## src/ctio_regs.vh

```
`ifndef CTIO_REGS_VH
`define CTIO_REGS_VH
// Register indices on the plain register port (word addresses)
`define CTIO_A_CTRL      6'h00
`define CTIO_A_PERIOD    6'h01
`define CTIO_A_MONO_CFG  6'h02
`define CTIO_A_MONO0_LEN 6'h03
`define CTIO_A_MONO1_LEN 6'h04
`define CTIO_A_DLY_CFG   6'h05
`define CTIO_A_DLY_VAL   6'h06
`define CTIO_A_EVT_CFG   6'h07
`define CTIO_A_EVT_CUR   6'h08
`define CTIO_A_EVT_FIN   6'h09
`define CTIO_A_CAM_CFG   6'h0A
`define CTIO_A_ISO_CFG   6'h0B
`define CTIO_A_IN_STAT   6'h0C
`define CTIO_A_PP_CTRL   6'h0D
`define CTIO_A_PP_DATA   6'h0E
`define CTIO_A_TRG_CFG   6'h0F
// Field positions
`define CTIO_CTRL_AST_EN   0
`define CTIO_CTRL_ACQ_EN   1
`define CTIO_DLY_LINES     0
`define CTIO_DLY_EN        1
`define CTIO_TRG_EDGE      0
`define CTIO_TRG_POL       1
`define CTIO_TRG_SEL_LO    2
`define CTIO_PP_DIR_A      0
`define CTIO_PP_DIR_B      1
// Reset values
`define CTIO_RST_PERIOD    32'h000003E8
`define CTIO_RST_ZERO      32'h00000000
// Timebase
`define CTIO_CLK_HZ        20000000
`define CTIO_TICK_NS       1000
`define CTIO_CLK_NS        50
`define CTIO_TICK_CYC      (`CTIO_TICK_NS / `CTIO_CLK_NS)
`endif

```

## src/ctio_top.v

```verilog
// Behaviour
// - Five independent 32-bit counter/timers per channel
// - Free-running astable for line rate or trigger
// - Astable period 1 us steps, 1 us up
// - Two exposure monostables, shared trigger, own lengths
// - Delay counter postpones trigger, us or lines
// - Delay non-retriggerable; triggers during delay discarded
// - Event counter counts lines, frames or microseconds
// - Counts within selected gate, restarts each gate
// - Running and previous-gate final count readable
// - Two 4-bit camera control output ports
// - Each control bit static or exposure pulse
// - Two isolated inputs and two isolated outputs
// - Isolated output: software, timer, or forwarded trigger
// - Two 2-bit control inputs, readable and trigger sources
// - Two 8-bit ports, whole-port direction by software
// - Trigger detector level or edge, selected input
// - Port latch enable: live when low, captured high
`timescale 1ns/1ps
`default_nettype none
`include "ctio_regs.vh"
module ctio_top #(
	parameter W  = 32,
	parameter PW = 8
) (
	input  wire          clk,
	input  wire          arst_n,
	input  wire [5:0]    reg_addr,
	input  wire [31:0]   reg_wdata,
	input  wire          reg_wr,
	input  wire          reg_rd,
	output reg  [31:0]   reg_rdata_q,
	input  wire          line_valid,
	input  wire          frame_valid,
	output wire [3:0]    cam_ctrl_a,
	output wire [3:0]    cam_ctrl_b,
	output wire          exposure_sync_out,
	output wire          pixel_reset_out,
	input  wire [1:0]    iso_in,
	output reg  [1:0]    iso_out_q,
	input  wire [1:0]    aux_in_a,
	input  wire [1:0]    aux_in_b,
	output wire          acq_trigger,
	input  wire [PW-1:0] port_a_in,
	output wire [PW-1:0] port_a_out,
	output wire [PW-1:0] port_a_oe_n,
	input  wire          port_a_len,
	input  wire [PW-1:0] port_b_in,
	output wire [PW-1:0] port_b_out,
	output wire [PW-1:0] port_b_oe_n,
	input  wire          port_b_len
);
	// Divider width is 8 bits; the integer count is cut to it on purpose
	localparam integer TICK_CYC_I = `CTIO_TICK_CYC;
	localparam [7:0]   TICK_CYC   = TICK_CYC_I[7:0];

	reg [1:0]    ctrl_q;
	reg [W-1:0]  period_q;
	reg [2:0]    mono_cfg_q;
	reg [W-1:0]  mono0_len_q;
	reg [W-1:0]  mono1_len_q;
	reg [1:0]    dly_cfg_q;
	reg [W-1:0]  dly_val_q;
	reg [3:0]    evt_cfg_q;
	reg [15:0]   cam_cfg_q;
	reg [7:0]    iso_cfg_q;
	reg [1:0]    pp_dir_q;
	reg [2*PW-1:0] pp_out_q;
	reg [4:0]    trg_cfg_q;

	// Shared microsecond tick; astable, monostables, delay and event counter can count on it
	reg [7:0] tdiv_q;
	wire      tick = (tdiv_q == TICK_CYC - 8'h01);
	always @(posedge clk or negedge arst_n) begin
		if (!arst_n)
			tdiv_q <= 8'h00;
		else if (tick)
			tdiv_q <= 8'h00;
		else
			tdiv_q <= tdiv_q + 8'h01;
	end

	// Edge history of the line and frame strobes
	reg lv_q, fv_q;
	always @(posedge clk or negedge arst_n) begin
		if (!arst_n) begin
			lv_q <= 1'b0;
			fv_q <= 1'b0;
		end else begin
			lv_q <= line_valid;
			fv_q <= frame_valid;
		end
	end
	wire lv_rise = line_valid & ~lv_q;
	wire lv_fall = ~line_valid & lv_q;
	wire fv_rise = frame_valid & ~fv_q;
	wire fv_fall = ~frame_valid & fv_q;

	// Astable: free-running, period in microsecond ticks
	reg [W-1:0] ast_cnt_q;
	reg         ast_pls_q;
	always @(posedge clk or negedge arst_n) begin
		if (!arst_n) begin
			ast_cnt_q <= {W{1'b0}};
			ast_pls_q <= 1'b0;
		end else begin
			ast_pls_q <= 1'b0;
			if (!ctrl_q[`CTIO_CTRL_AST_EN])
				ast_cnt_q <= {W{1'b0}};
			else if (tick) begin
				if (ast_cnt_q + {{(W-1){1'b0}}, 1'b1} >= period_q) begin
					ast_cnt_q <= {W{1'b0}};
					ast_pls_q <= 1'b1;
				end else
					ast_cnt_q <= ast_cnt_q + {{(W-1){1'b0}}, 1'b1};
			end
		end
	end

	// Trigger detector: selected isolated or control input
	wire [5:0] trg_src = {aux_in_b, aux_in_a, iso_in};
	wire [2:0] trg_sel = trg_cfg_q[4:2];
	wire       trg_raw = (trg_sel < 3'd6) ? trg_src[trg_sel] : 1'b0;
	wire       trg_lvl = trg_raw ^ trg_cfg_q[`CTIO_TRG_POL];
	reg        trg_lvl_q;
	always @(posedge clk or negedge arst_n) begin
		if (!arst_n)
			trg_lvl_q <= 1'b0;
		else
			trg_lvl_q <= trg_lvl;
	end
	// Level mode repeats while held; with the delay stage on, one trigger passes per delay run
	wire ext_trg = trg_cfg_q[`CTIO_TRG_EDGE] ? (trg_lvl & ~trg_lvl_q)
	                                         : trg_lvl;

	// Delay counter, us or lines; busy ignores new triggers
	reg [W-1:0] dly_cnt_q;
	reg         dly_busy_q;
	reg         dly_done_q;
	wire        dly_step = dly_cfg_q[`CTIO_DLY_LINES] ? lv_rise : tick;
	always @(posedge clk or negedge arst_n) begin
		if (!arst_n) begin
			dly_cnt_q  <= {W{1'b0}};
			dly_busy_q <= 1'b0;
			dly_done_q <= 1'b0;
		end else begin
			dly_done_q <= 1'b0;
			if (!dly_busy_q) begin
				if (ext_trg && dly_cfg_q[`CTIO_DLY_EN]) begin
					if (dly_val_q == {W{1'b0}})
						dly_done_q <= 1'b1;
					else begin
						dly_busy_q <= 1'b1;
						dly_cnt_q  <= dly_val_q;
					end
				end
			end else if (dly_step) begin
				dly_cnt_q <= dly_cnt_q - {{(W-1){1'b0}}, 1'b1};
				if (dly_cnt_q == {{(W-1){1'b0}}, 1'b1}) begin
					dly_busy_q <= 1'b0;
					dly_done_q <= 1'b1;
				end
			end
		end
	end
	// Undelayed path when delay stage is off
	wire trg_evt = dly_cfg_q[`CTIO_DLY_EN] ? dly_done_q : ext_trg;
	assign acq_trigger = ctrl_q[`CTIO_CTRL_ACQ_EN] & trg_evt;

	// Shared monostable trigger select
	reg mono_fire;
	always @* begin
		case (mono_cfg_q[1:0])
			2'd0:    mono_fire = ast_pls_q;
			2'd1:    mono_fire = acq_trigger;
			2'd2:    mono_fire = lv_rise;
			default: mono_fire = fv_rise;
		endcase
	end
	wire mono_ok = mono_cfg_q[2] & mono_fire;

	// Two exposure monostables, shared fire, own lengths
	ctio_mono #(.W(W)) u_mono0 (
		.clk     (clk),
		.arst_n  (arst_n),
		.tick    (tick),
		.fire    (mono_ok),
		.len     (mono0_len_q),
		.pulse_q (exposure_sync_out)
	);
	ctio_mono #(.W(W)) u_mono1 (
		.clk     (clk),
		.arst_n  (arst_n),
		.tick    (tick),
		.fire    (mono_ok),
		.len     (mono1_len_q),
		.pulse_q (pixel_reset_out)
	);

	// Event counter: type and gate select
	reg evt_inc;
	always @* begin
		case (evt_cfg_q[1:0])
			2'd0:    evt_inc = lv_rise;
			2'd1:    evt_inc = fv_rise;
			2'd2:    evt_inc = tick;
			default: evt_inc = 1'b0;
		endcase
	end
	reg gate_lvl, gate_lvl_q;
	always @* begin
		case (evt_cfg_q[3:2])
			2'd0:    gate_lvl = line_valid;
			2'd1:    gate_lvl = frame_valid;
			2'd2:    gate_lvl = dly_busy_q | trg_lvl;
			default: gate_lvl = ctrl_q[`CTIO_CTRL_ACQ_EN];
		endcase
	end
	wire gate_start = gate_lvl & ~gate_lvl_q;
	wire gate_end   = ~gate_lvl & gate_lvl_q;
	reg [W-1:0] evt_cur_q;
	reg [W-1:0] evt_fin_q;
	always @(posedge clk or negedge arst_n) begin
		if (!arst_n) begin
			gate_lvl_q <= 1'b0;
			evt_cur_q  <= {W{1'b0}};
			evt_fin_q  <= {W{1'b0}};
		end else begin
			gate_lvl_q <= gate_lvl;
			if (gate_start) // Restart per gate
				evt_cur_q <= {{(W-1){1'b0}}, evt_inc};
			else if (gate_lvl && evt_inc)
				evt_cur_q <= evt_cur_q + {{(W-1){1'b0}}, 1'b1};
			if (gate_end)
				evt_fin_q <= evt_cur_q;
		end
	end

	// Camera control bits: static or exposure pulse
	genvar gi;
	generate
		for (gi = 0; gi < 4; gi = gi + 1) begin : g_cam
			assign cam_ctrl_a[gi] = cam_cfg_q[4+gi] ?
				exposure_sync_out : cam_cfg_q[gi];
			assign cam_ctrl_b[gi] = cam_cfg_q[12+gi] ?
				pixel_reset_out : cam_cfg_q[8+gi];
		end
	endgenerate

	// Isolated outputs, one of three sources each
	integer k;
	always @(posedge clk or negedge arst_n) begin
		if (!arst_n)
			iso_out_q <= 2'b00;
		else
			for (k = 0; k < 2; k = k + 1)
				case (iso_cfg_q[4*k+2 +: 2])
					2'd0:    iso_out_q[k] <= iso_cfg_q[4*k];
					2'd1:    iso_out_q[k] <= exposure_sync_out;
					2'd2:    iso_out_q[k] <= acq_trigger;
					default: iso_out_q[k] <= 1'b0;
				endcase
	end

	// Parallel ports: whole-port direction; oe low drives
	assign port_a_out  = pp_out_q[PW-1:0];
	assign port_b_out  = pp_out_q[2*PW-1:PW];
	assign port_a_oe_n = {PW{~pp_dir_q[`CTIO_PP_DIR_A]}};
	assign port_b_oe_n = {PW{~pp_dir_q[`CTIO_PP_DIR_B]}};

	// Latch capture at rising latch enable
	reg [PW-1:0] lat_a_q, lat_b_q;
	reg          len_a_q, len_b_q;
	always @(posedge clk or negedge arst_n) begin
		if (!arst_n) begin
			lat_a_q <= {PW{1'b0}};
			lat_b_q <= {PW{1'b0}};
			len_a_q <= 1'b0;
			len_b_q <= 1'b0;
		end else begin
			len_a_q <= port_a_len;
			len_b_q <= port_b_len;
			if (port_a_len && !len_a_q)
				lat_a_q <= port_a_in;
			if (port_b_len && !len_b_q)
				lat_b_q <= port_b_in;
		end
	end
	// Rising-edge cycle still reads live pins; capture lands next
	wire [PW-1:0] rd_a = (port_a_len && len_a_q) ? lat_a_q : port_a_in;
	wire [PW-1:0] rd_b = (port_b_len && len_b_q) ? lat_b_q : port_b_in;

	// Register writes
	always @(posedge clk or negedge arst_n) begin
		if (!arst_n) begin
			ctrl_q      <= 2'b00;
			period_q    <= `CTIO_RST_PERIOD;
			mono_cfg_q  <= 3'b000;
			mono0_len_q <= `CTIO_RST_ZERO;
			mono1_len_q <= `CTIO_RST_ZERO;
			dly_cfg_q   <= 2'b00;
			dly_val_q   <= `CTIO_RST_ZERO;
			evt_cfg_q   <= 4'h0;
			cam_cfg_q   <= 16'h0000;
			iso_cfg_q   <= 8'h00;
			pp_dir_q    <= 2'b00;
			pp_out_q    <= {2*PW{1'b0}};
			trg_cfg_q   <= 5'h00;
		end else if (reg_wr) begin
			case (reg_addr)
				`CTIO_A_CTRL:      ctrl_q      <= reg_wdata[1:0];
				`CTIO_A_PERIOD:    period_q    <= reg_wdata[W-1:0];
				`CTIO_A_MONO_CFG:  mono_cfg_q  <= reg_wdata[2:0];
				`CTIO_A_MONO0_LEN: mono0_len_q <= reg_wdata[W-1:0];
				`CTIO_A_MONO1_LEN: mono1_len_q <= reg_wdata[W-1:0];
				`CTIO_A_DLY_CFG:   dly_cfg_q   <= reg_wdata[1:0];
				`CTIO_A_DLY_VAL:   dly_val_q   <= reg_wdata[W-1:0];
				`CTIO_A_EVT_CFG:   evt_cfg_q   <= reg_wdata[3:0];
				`CTIO_A_CAM_CFG:   cam_cfg_q   <= reg_wdata[15:0];
				`CTIO_A_ISO_CFG:   iso_cfg_q   <= reg_wdata[7:0];
				`CTIO_A_PP_CTRL:   pp_dir_q    <= reg_wdata[1:0];
				`CTIO_A_PP_DATA:   pp_out_q    <= reg_wdata[2*PW-1:0];
				`CTIO_A_TRG_CFG:   trg_cfg_q   <= reg_wdata[4:0];
				default: ;
			endcase
		end
	end

	// Read data registered, valid the cycle after the strobe
	always @(posedge clk or negedge arst_n) begin
		if (!arst_n)
			reg_rdata_q <= 32'h00000000;
		else if (!reg_rd)
			reg_rdata_q <= 32'h00000000;
		else
			case (reg_addr)
				`CTIO_A_CTRL:      reg_rdata_q <= {30'h0, ctrl_q};
				`CTIO_A_PERIOD:    reg_rdata_q <= period_q;
				`CTIO_A_MONO_CFG:  reg_rdata_q <= {29'h0, mono_cfg_q};
				`CTIO_A_MONO0_LEN: reg_rdata_q <= mono0_len_q;
				`CTIO_A_MONO1_LEN: reg_rdata_q <= mono1_len_q;
				`CTIO_A_DLY_CFG:
					reg_rdata_q <= {29'h0, dly_busy_q, dly_cfg_q};
				`CTIO_A_DLY_VAL:   reg_rdata_q <= dly_val_q;
				`CTIO_A_EVT_CFG:   reg_rdata_q <= {28'h0, evt_cfg_q};
				`CTIO_A_EVT_CUR:   reg_rdata_q <= evt_cur_q;
				`CTIO_A_EVT_FIN:   reg_rdata_q <= evt_fin_q;
				`CTIO_A_CAM_CFG:   reg_rdata_q <= {16'h0, cam_cfg_q};
				`CTIO_A_ISO_CFG:   reg_rdata_q <= {24'h0, iso_cfg_q};
				`CTIO_A_IN_STAT:   // Input status
					reg_rdata_q <= {24'h0, iso_out_q, aux_in_b,
					                aux_in_a, iso_in};
				`CTIO_A_PP_CTRL:   reg_rdata_q <= {30'h0, pp_dir_q};
				`CTIO_A_PP_DATA:
					reg_rdata_q <= {{(32-2*PW){1'b0}}, rd_b, rd_a};
				`CTIO_A_TRG_CFG:   reg_rdata_q <= {27'h0, trg_cfg_q};
				default:           reg_rdata_q <= 32'h00000000;
			endcase
	end
endmodule
`default_nettype wire

```

## src/ctio_mono.v

```verilog
`timescale 1ns/1ps
`default_nettype none
// Monostable: fires on a trigger pulse, high for len microsecond ticks
module ctio_mono #(
	parameter W = 32
) (
	input  wire         clk,
	input  wire         arst_n,
	input  wire         tick,
	input  wire         fire,
	input  wire [W-1:0] len,
	output reg          pulse_q
);
	reg [W-1:0] cnt_q;

	// Retriggerable: a new fire restarts the pulse length
	always @(posedge clk or negedge arst_n) begin
		if (!arst_n) begin
			cnt_q   <= {W{1'b0}};
			pulse_q <= 1'b0;
		end else if (fire && len != {W{1'b0}}) begin
			cnt_q   <= len;
			pulse_q <= 1'b1;
		end else if (tick && pulse_q) begin
			cnt_q <= cnt_q - {{(W-1){1'b0}}, 1'b1};
			if (cnt_q == {{(W-1){1'b0}}, 1'b1})
				pulse_q <= 1'b0;
		end
	end
endmodule
`default_nettype wire

```

## config.mk

```make
export PLATFORM = sky130hd
export DESIGN_NAME = ctio_top
export DESIGN_NICKNAME = d
export VERILOG_FILES = /design/src/ctio_top.v /design/src/ctio_mono.v
export VERILOG_INCLUDE_DIRS = /design/src
export SDC_FILE = /design/constraint.sdc
export NUM_CORES = 1
export LEC_CHECK = 0
export BUFFER_PORTS_ARGS = -buffer_cell sky130_fd_sc_hd__buf_2
export CAP_MARGIN = 20
export CORE_MARGIN = 8
export CORE_UTILIZATION = 50
export DETAILED_ROUTE_END_ITERATION = 10
export PLACE_DENSITY = 0.73
export SETUP_SLACK_MARGIN = 0.4
export SLEW_MARGIN = 30
export SYNTH_ARGS = -nofsm -noshare
export SYNTH_HDL_FRONTEND = slang
export SYNTH_SLANG_ARGS = --single-unit
```

## constraint.sdc

```tcl
create_clock -name clk -period 12.6 [get_ports clk]
set_clock_uncertainty 0.1 [all_clocks]
set_input_delay 0.63 -clock clk [delete_from_list [all_inputs] [get_ports clk]]
set_output_delay 0.63 -clock clk [all_outputs]
set_load 0.02 [all_outputs]
```

==> results.ini, run 1 <==
[setup_path]
cp-start-kind = flip-flop
worstSetupPathType = reg2reg
end_kind = flip-flop
crit_required_ns = 13.01
critPathLaunch = ast_cnt_q[0]$_DFFE_PN0P_
r2r_start = ast_cnt_q[0]$_DFFE_PN0P_
crit_fanout = 23
crit_arrival_ns = 5.62

[yosys]
ys_types = 78
synthXorXnorAreaFrac_pct = 4.46
synth.area.top_cells = dfrtp_1 (49%), mux2_2 (15%), xor2_1 (2.8%), a22oi_1 (2.7%), ha_1 (2.3%)
yosysTopAreaCell = dfrtp_1
synthMuxAreaShare_pct = 16.6
synth_top_area_share_pct = 48.9
syn_area_mm2 = 0.0226
synth_top_family_by_area = multiplexers
ys_warn_count = 0
synth_edf_count = 0
ys.flop_type = dfrtp_1
synthCells = 1996
async_flop_share_pct = 100
yosys.area_share.simple_pct = 12.4
synthAdderAreaFrac_pct = 2.27
synth-compound-area-share_pct = 11.4
synth_seq_area_share_pct = 49.6
ys_seq_elements = 447
synth_fp_nets = 2105
avgSynthCellArea_um2 = 11.3

[power_and_ir_drop]
power_density_mw_per_mm2 = 159
ir_drop_mv = 0.112
leakage_nw = 11.5

[clocking]
post_cts_buffers = 0
clk_latency_ns = 0.58
clockBufferDepth = 3
numCtsBuffers = 47
cts_resized = 0
clk_pin_slew_worst_paths_ns = 0.06
ctsRootBufferMaster = clkbuf_16
cts_tree = yes
ctsHoldBuffers = 0
clock-sinks = 447
htree_levels = 2

[global_routing]
grt_max_degree = 108
grt_overflow = 0
antenna_found_initial = 4
grt_pass1_wl_mm = 103
first_global_vias = 17500
grt_use_total_pct = 24.6

[timing]
holdWs_ns = -0.0405
grt_setup_unrepaired = false
finalSetupTns_ns = 0
min_period_ns = 5.21
setup_viol = 0
period_share_pct = 41.4
tightest_slew_ns = 1.04
slew-limit-headroom_pct = 29.9
hold_viol_final = 20
max_freq_mhz = 192
slew_viol_final = 0

[die]
rows = 78
die-area_mm2 = 0.0522
initial_core_util_pct = 50.2
die_h_um = 228
die_w_um = 228
ios = 145
design.core.area_mm2 = 0.0450

[placement]
place_area_mm2 = 0.0238
io_buffers = 144
gp_congestion = 0.950
dpl.hpwl_mm = 47.0
placed_cells_incl_taps = 2653

[layout]
fillers = 3706
regArea_mm2 = 0.0112
postLayoutCellArea_mm2 = 0.0254
drive_gt1_share_pct = 28.1
synthToLayoutAreaGrowth_pct = 12.5
fin_util_pct = 56.4
multiInputGateArea_mm2 = 0.0106
final_nets = 2211
stdcell_count = 2739
n_antenna_cell = 0

[route]
drtIter0Drc = 1732
drt_wl_total_mm = 65.4
vias = 17300
wl_per_cell_um = 23.9
antenna_left = 0
dr.pass1.iters = 5
via_per_inst = 6.31
drc_errors = 0

[status]
status = complete, but fails checks
violations = negative hold slack

[hold_path]
holdCritPathClass = in2async

[flow_run]
cap_violations = 0

-- state kept, by name, indices dropped and copies added, names as in the netlist, 16 cells and up --
signal	flops
evt_cur_q	32
ast_cnt_q	32
period_q	32
evt_fin_q	32
mono1_len_q	32
dly_val_q	32
reg_rdata_q	32
u_mono1.cnt_q	32
pp_out_q	16
dly_cnt_q	32
mono0_len_q	32
cam_cfg_q	16
u_mono0.cnt_q	32
-- stage by stage --
step | power (mW) | hold WS (ns) | setup slack, ns
3_3_place_gp | 2.54 | 0.362 | 7.58
6_report | 4.04 | -0.0405 | 7.39
5_1_grt | 4.21 | 0.0382 | 6.95
4_1_cts | 4.05 | 0.00690 | 7.43
2_1_floorplan | 2.32 | 0.234 | 8.49
3_5_place_dp | 2.58 | 0.372 | 7.44
-- per-layer routing --
| layer | wire length (um) | global-route usage, % |
|---|---|---|
| met1 | 27500 | 33.7 |
| met2 | 29700 | 38.0 |
| met3 | 5160 | 4.58 |
| met4 | 3020 | 11.0 |
| met5 | 29 | 0 |
-- cells by family (layout without fill, tap and decap cells) --
group | after synthesis | count (layout)
DFF | 447 | 447
xor gates and xnor gates | 115 | 115
buffers and inverters | 168 | 311
muxes | 335 | 335
AOI/OAI and AO/OA | 362 | 362
adders and majority gates | 41 | 41
and+or+nand+nor | 528 | 528
-- cell usage in the layout, fill, tap and decap left out, types with 47 or more instances in the layout --
master       n
dfrtp_1    441
nor2_1      99
buf_2      143
mux2_2     303
nand2_1    119
o21ai_0     55
a22oi_1     82
xor2_1      73
inv_1       55
clkbuf_16   47
-- cell usage after synthesis (5+ instances only) --
cell type	count
and3_1	24
nor3_1	48
mux2_2	303
and2_1	9
and4_1	8
o21ai_0	55
dfstp_2	6
mux2i_1	30
xor2_1	73
nand2_1	119
inv_1	55
a211oi_1	8
o21a_1	6
nor4_1	45
nand4_1	29
and4b_1	5
nor2b_1	8
a221oi_1	24
ha_1	41
clkbuf_1	66
buf_2	5
buf_4	20
o31ai_1	11
a22o_1	30
or4_1	8
nand2b_1	14
a21o_1	13
xnor2_1	42
buf_1	17
or2_2	11
a31oi_1	38
nor2_1	103
o22ai_1	13
nand3b_1	5
a221o_1	6
o211ai_1	10
a22oi_1	82
dfrtp_1	441
or3_1	18
a21oi_1	34
nand3_1	43
nor3b_1	5
-- cell type report --
class / count / area share, %
flip-flops and latches: 447 / 44.1
well taps: 600 / 2.96
multi-input cells: 1381 / 41.9
inverters: 55 / 0.813
clock inverters: 19 / 1.01
repair buffers: 170 / 3.80
clock buffers: 67 / 5.40
-- final timing paths --
path	end	slack (ns)	cells after the start
worst max register to register	ast_cnt_q[0]$_DFFE_PN0P_	7.39	14
worst min register to register	tdiv_q[7]$_DFF_PN0_	0.38	1
max in group asynchronous	u_mono1.cnt_q[16]$_DFFE_PN0P_	10.75	3
min in group clk	len_b_q$_DFF_PN0_	0.09	1
worst max-delay path	ast_cnt_q[0]$_DFFE_PN0P_	7.39	14
worst min-delay path	dly_cnt_q[28]$_DFFE_PN0P_	-0.04	1
-- where the power goes --
part / switching (mW) / internal, mW
Combinational: 0.370 / 0.326
Clock: 0.583 / 0.880
Sequential: 0.235 / 1.64
-- critical path, stage by stage (launching register included) --
cell      delay (ns)
dfrtp_1         0.40
ha_1            0.24
nand3_1         0.17
or2_2           0.39
nor2_1          0.52
and3_1          0.27
xor2_1          0.21
ha_1            0.27
o21ai_0         0.16
o221ai_1        0.13
a21o_1          0.20
a221o_1         0.34
o21ai_1         0.56
and3_1          0.89
mux2_2          0.30
(Power assumes the default switching activity.)
==> run 2: changes to the inputs <==
--- a/config.mk
+++ b/config.mk
@@ -11,7 +11,7 @@
 export CORE_MARGIN = 8
 export CORE_UTILIZATION = 50
 export DETAILED_ROUTE_END_ITERATION = 10
-export PLACE_DENSITY = 0.73
+export PLACE_DENSITY = 0.75
 export SETUP_SLACK_MARGIN = 0.4
 export SLEW_MARGIN = 30
 export SYNTH_ARGS = -nofsm -noshare
==> constraint.sdc (replaced) <==
create_clock -name clk -period 4.3 [get_ports clk]
set_clock_uncertainty 0.1 [all_clocks]
set_input_delay 0.215 -clock clk [delete_from_list [all_inputs] [get_ports clk]]
set_output_delay 0.215 -clock clk [all_outputs]
set_load 0.02 [all_outputs]
==> run 2 against run 1 <==
  * The run now ends clean
  * Non-clock buffer count is 62 higher
  * Register-to-register slack got worse by 6.8 ns
  * Sequential power increased to 2.9 times the previous value
  * Maximum frequency rose by 40%
  * Critical path depth rose by 1
  * Setup slack got worse by 6.8 ns
  * Clock-buffer cell count shrank 6
  * First-iteration DRC count is 10% higher
  * Wire length rose by 3.5%
  * Combinational power rose to 3.0 times the previous value
==> results.ini, run 2 (synthesized netlist as in run 1, its figures left out) <==
[status]
status = finished, final reports clean

[layout]
stdcell_count = 2804  ; +2.4%
final_cell_mix = dfrtp_1 (439), mux2_2 (303), buf_2 (143), nand2_1 (119), nor2_1 (97)
final_common_cell = dfrtp_1
synthToLayoutAreaGrowth_pct = 16.0
final_nets = 2275  ; +2.9%
fillers = 3638  ; -1.8%
drive_gt1_share_pct = 28.5  ; +0.36 points

[clocking]
numCtsBuffers = 48  ; +2.1%
ctsRootBufferMaster = clkbuf_16
clk_pin_slew_worst_paths_ns = 0.06  ; about the same
htree_levels = 2  ; unchanged
cts_tree = yes
clk_latency_ns = 0.58  ; about the same
clock-sinks = 447  ; unchanged
clockBufferDepth = 3  ; unchanged

[global_routing]
grt_util_met1_pct = 33.2  ; -0.47 points
first_global_vias = 18000  ; +2.8%
antenna_found_initial = 3  ; -1
grt_use_total_pct = 25.3  ; +0.66 points
grt_util_met3_pct = 5.51  ; +0.93 points
grt_max_degree = 116  ; +7.4%
top_usage_layer = met2
use_met2_pct = 39.2  ; +1.2 points
grt_pass1_wl_mm = 105  ; +2.3%
grt_overflow = 0  ; unchanged

[placement]
placed_cells_incl_taps = 2662  ; +0.34%
gp_congestion = 0.934  ; -1.6%
dpl.hpwl_mm = 47.4  ; +0.97%
io_buffers = 144  ; unchanged

[power_and_ir_drop]
p_sw_share_pct = 29.5  ; about the same
p_seq_share_pct = 45.3  ; -1.2 points
power_density_mw_per_mm2 = 464  ; +190%
ir_drop_mv = 0.273  ; +140%
clkPwrFrac_pct = 37.3  ; +1.1 points
power_frac_comb_pct = 17.4  ; +0.2 points
p_int_mw = 8.56  ; +200%
leakage_nw = 11.8  ; +2.6%
switching_power_mw = 3.58  ; +200%

[setup_path]
timing.rr.end = ast_cnt_q[0]$_DFFE_PN0P_
crit_arrival_ns = 4.13  ; -1.49 ns
r2r_cells = 15  ; +1
crit_fanout = 23  ; unchanged
crit_required_ns = 4.71  ; -8.30 ns
worstSetupPathType = reg2reg
path_cells = and4_1 -> nand3_2 -> nor2_2 -> and2_4 -> nand3_1 -> xnor2_2 -> ha_1 -> a211oi_1 -> o221ai_1 -> a21o_1 -> a221o_1 -> o21ai_2 -> and3_1 -> buf_8 -> mux2_2
cpMaxStageDelayCell = dfrtp_1
cp-start-kind = flip-flop
end_kind = flip-flop
crit_buf_inv = 1  ; +1
crit_family = simple AND/OR/NAND/NOR gates
critical_path.max_stage_delay_ns = 0.40  ; -0.49 ns
regToRegSetupSlack_ns = 0.58  ; -6.80 ns
r2r_start = ast_cnt_q[7]$_DFFE_PN0P_

[timing]
slew-limit-headroom_pct = 35.2  ; +5.3 points
slew_viol_final = 0  ; unchanged
setup_viol = 0  ; unchanged
finalSetupTns_ns = 0  ; unchanged
hold_viol_final = 0  ; -100%
min_period_ns = 3.72  ; -1.50 ns
tightest_slew_ns = 0.971  ; -0.0720 ns
grt_setup_unrepaired = false
period_share_pct = 86.4  ; +45 points
max_freq_mhz = 269  ; +40%

[die]
ios = 145  ; unchanged
die_w_um = 228  ; unchanged
die-area_mm2 = 0.0522  ; unchanged
initial_core_util_pct = 50.2  ; unchanged
rows = 78  ; unchanged
design.core.area_mm2 = 0.0450  ; unchanged
die_h_um = 228  ; unchanged

[route]
drc_errors = 0  ; unchanged
via_per_inst = 6.28  ; -0.56%
antenna_left = 0  ; unchanged
dr.pass1.iters = 6  ; +1
drtIter0Drc = 1905  ; +10%
vias = 17600  ; +1.8%
wl_per_cell_um = 24.1  ; +1.1%
drt_wl_total_mm = 67.7  ; +3.5%

[flow_run]
cap_violations = 0  ; unchanged

[hold_path]
holdCritPathClass = in2async

## run 2: cell count changes in the layout (fill, tap and decap cells not counted), moves of 4 or more
cell | previous run | this run
buf_12 | 1 | 5
clkinv_2 | 10 | 5
dlygate4sd3_1 | 0 | 50
buf_4 | 22 | 31
clkinvlp_4 | 0 | 10
clkbuf_8 | 12 | 7
## run 2: timing repair
action / CTS / global route
hold endpoints to repair: 268 / 0
hold buffers: 50 / 0
setup buffers: 0 / 2
setup endpoints to repair: 28 / 33
gates resized for setup: 3 / 8
pin swaps: 0 / 2
gates cloned: 0 / 1
## run 2: power by group through the flow
stage / Sequential, mW / Clock, mW / Combinational (mW)
floorplan: 5.34 / 0 / 1.48
global placement: 5.49 / 0 / 1.96
detailed placement: 5.54 / 0 / 2.03
CTS: 5.47 / 4.59 / 2.10
global route: 5.56 / 4.75 / 2.30
finish: 5.49 / 4.53 / 2.11
## run 2: layer usage
layer  vias to the layer above  part of all wire, %
met5                         -                0.038
met4                         4                  5.3
met3                       187                  8.2
met2                       862                   45
met1                      8833                   41
li1                       7713                    -
## run 2: through the flow
step	util, %	setup slack [ns]	area [um2]	hold WS (ns)	power [mW]
after floorplan	-	0.409	22600	-0.181	6.81
after global placement	53.0	0.325	23900	0.245	7.45
after detailed placement	53.0	0.207	23900	0.249	7.57
after CTS	58.0	0.403	26100	0.0342	12.2
after global routing	58.2	0.393	26200	0.0215	12.6
final	58.2	0.583	26200	0.00904	12.1
## run 2: cell type report
cell class                      count  area [um2]  area share [%]
Antenna cell                        1        2.50         0.00956
Clock buffer                       61        1340            5.12
Clock inverter                     26         388            1.48
Inverter                           55         206           0.789
Multi-Input combinational cell   1382       10700            40.8
Sequential cell                   447       11200            42.8
Tap cell                          600         751            2.87
Timing Repair Buffer              232        1610            6.14
## run 2: worst register-to-register path: stages (launching register included)
cell and delay, ns:
dfrtp_1 0.40, and4_1 0.28, nand3_2 0.16, nor2_2 0.20, and2_4 0.24, nand3_1 0.13
xnor2_2 0.17, ha_1 0.29, a211oi_1 0.26, o221ai_1 0.16, a21o_1 0.20, a221o_1 0.35
o21ai_2 0.14, and3_1 0.19, buf_8 0.21, mux2_2 0.18
## run 2: how the worst max path moves through the flow
stage / startpoint / end / cells after the start / slack, ns
detailed placement: ast_cnt_q[6]$_DFFE_PN0P_ / ast_cnt_q[0]$_DFFE_PN0P_ / 15 / 0.21
floorplan: ast_cnt_q[6]$_DFFE_PN0P_ / ast_cnt_q[23]$_DFFE_PN0P_ / 17 / 0.41
global route: ast_cnt_q[0]$_DFFE_PN0P_ / ast_cnt_q[16]$_DFFE_PN0P_ / 15 / 0.39
CTS: ast_cnt_q[0]$_DFFE_PN0P_ / ast_cnt_q[0]$_DFFE_PN0P_ / 15 / 0.40
finish: ast_cnt_q[7]$_DFFE_PN0P_ / ast_cnt_q[0]$_DFFE_PN0P_ / 15 / 0.58
global placement: ast_cnt_q[6]$_DFFE_PN0P_ / ast_cnt_q[0]$_DFFE_PN0P_ / 15 / 0.32
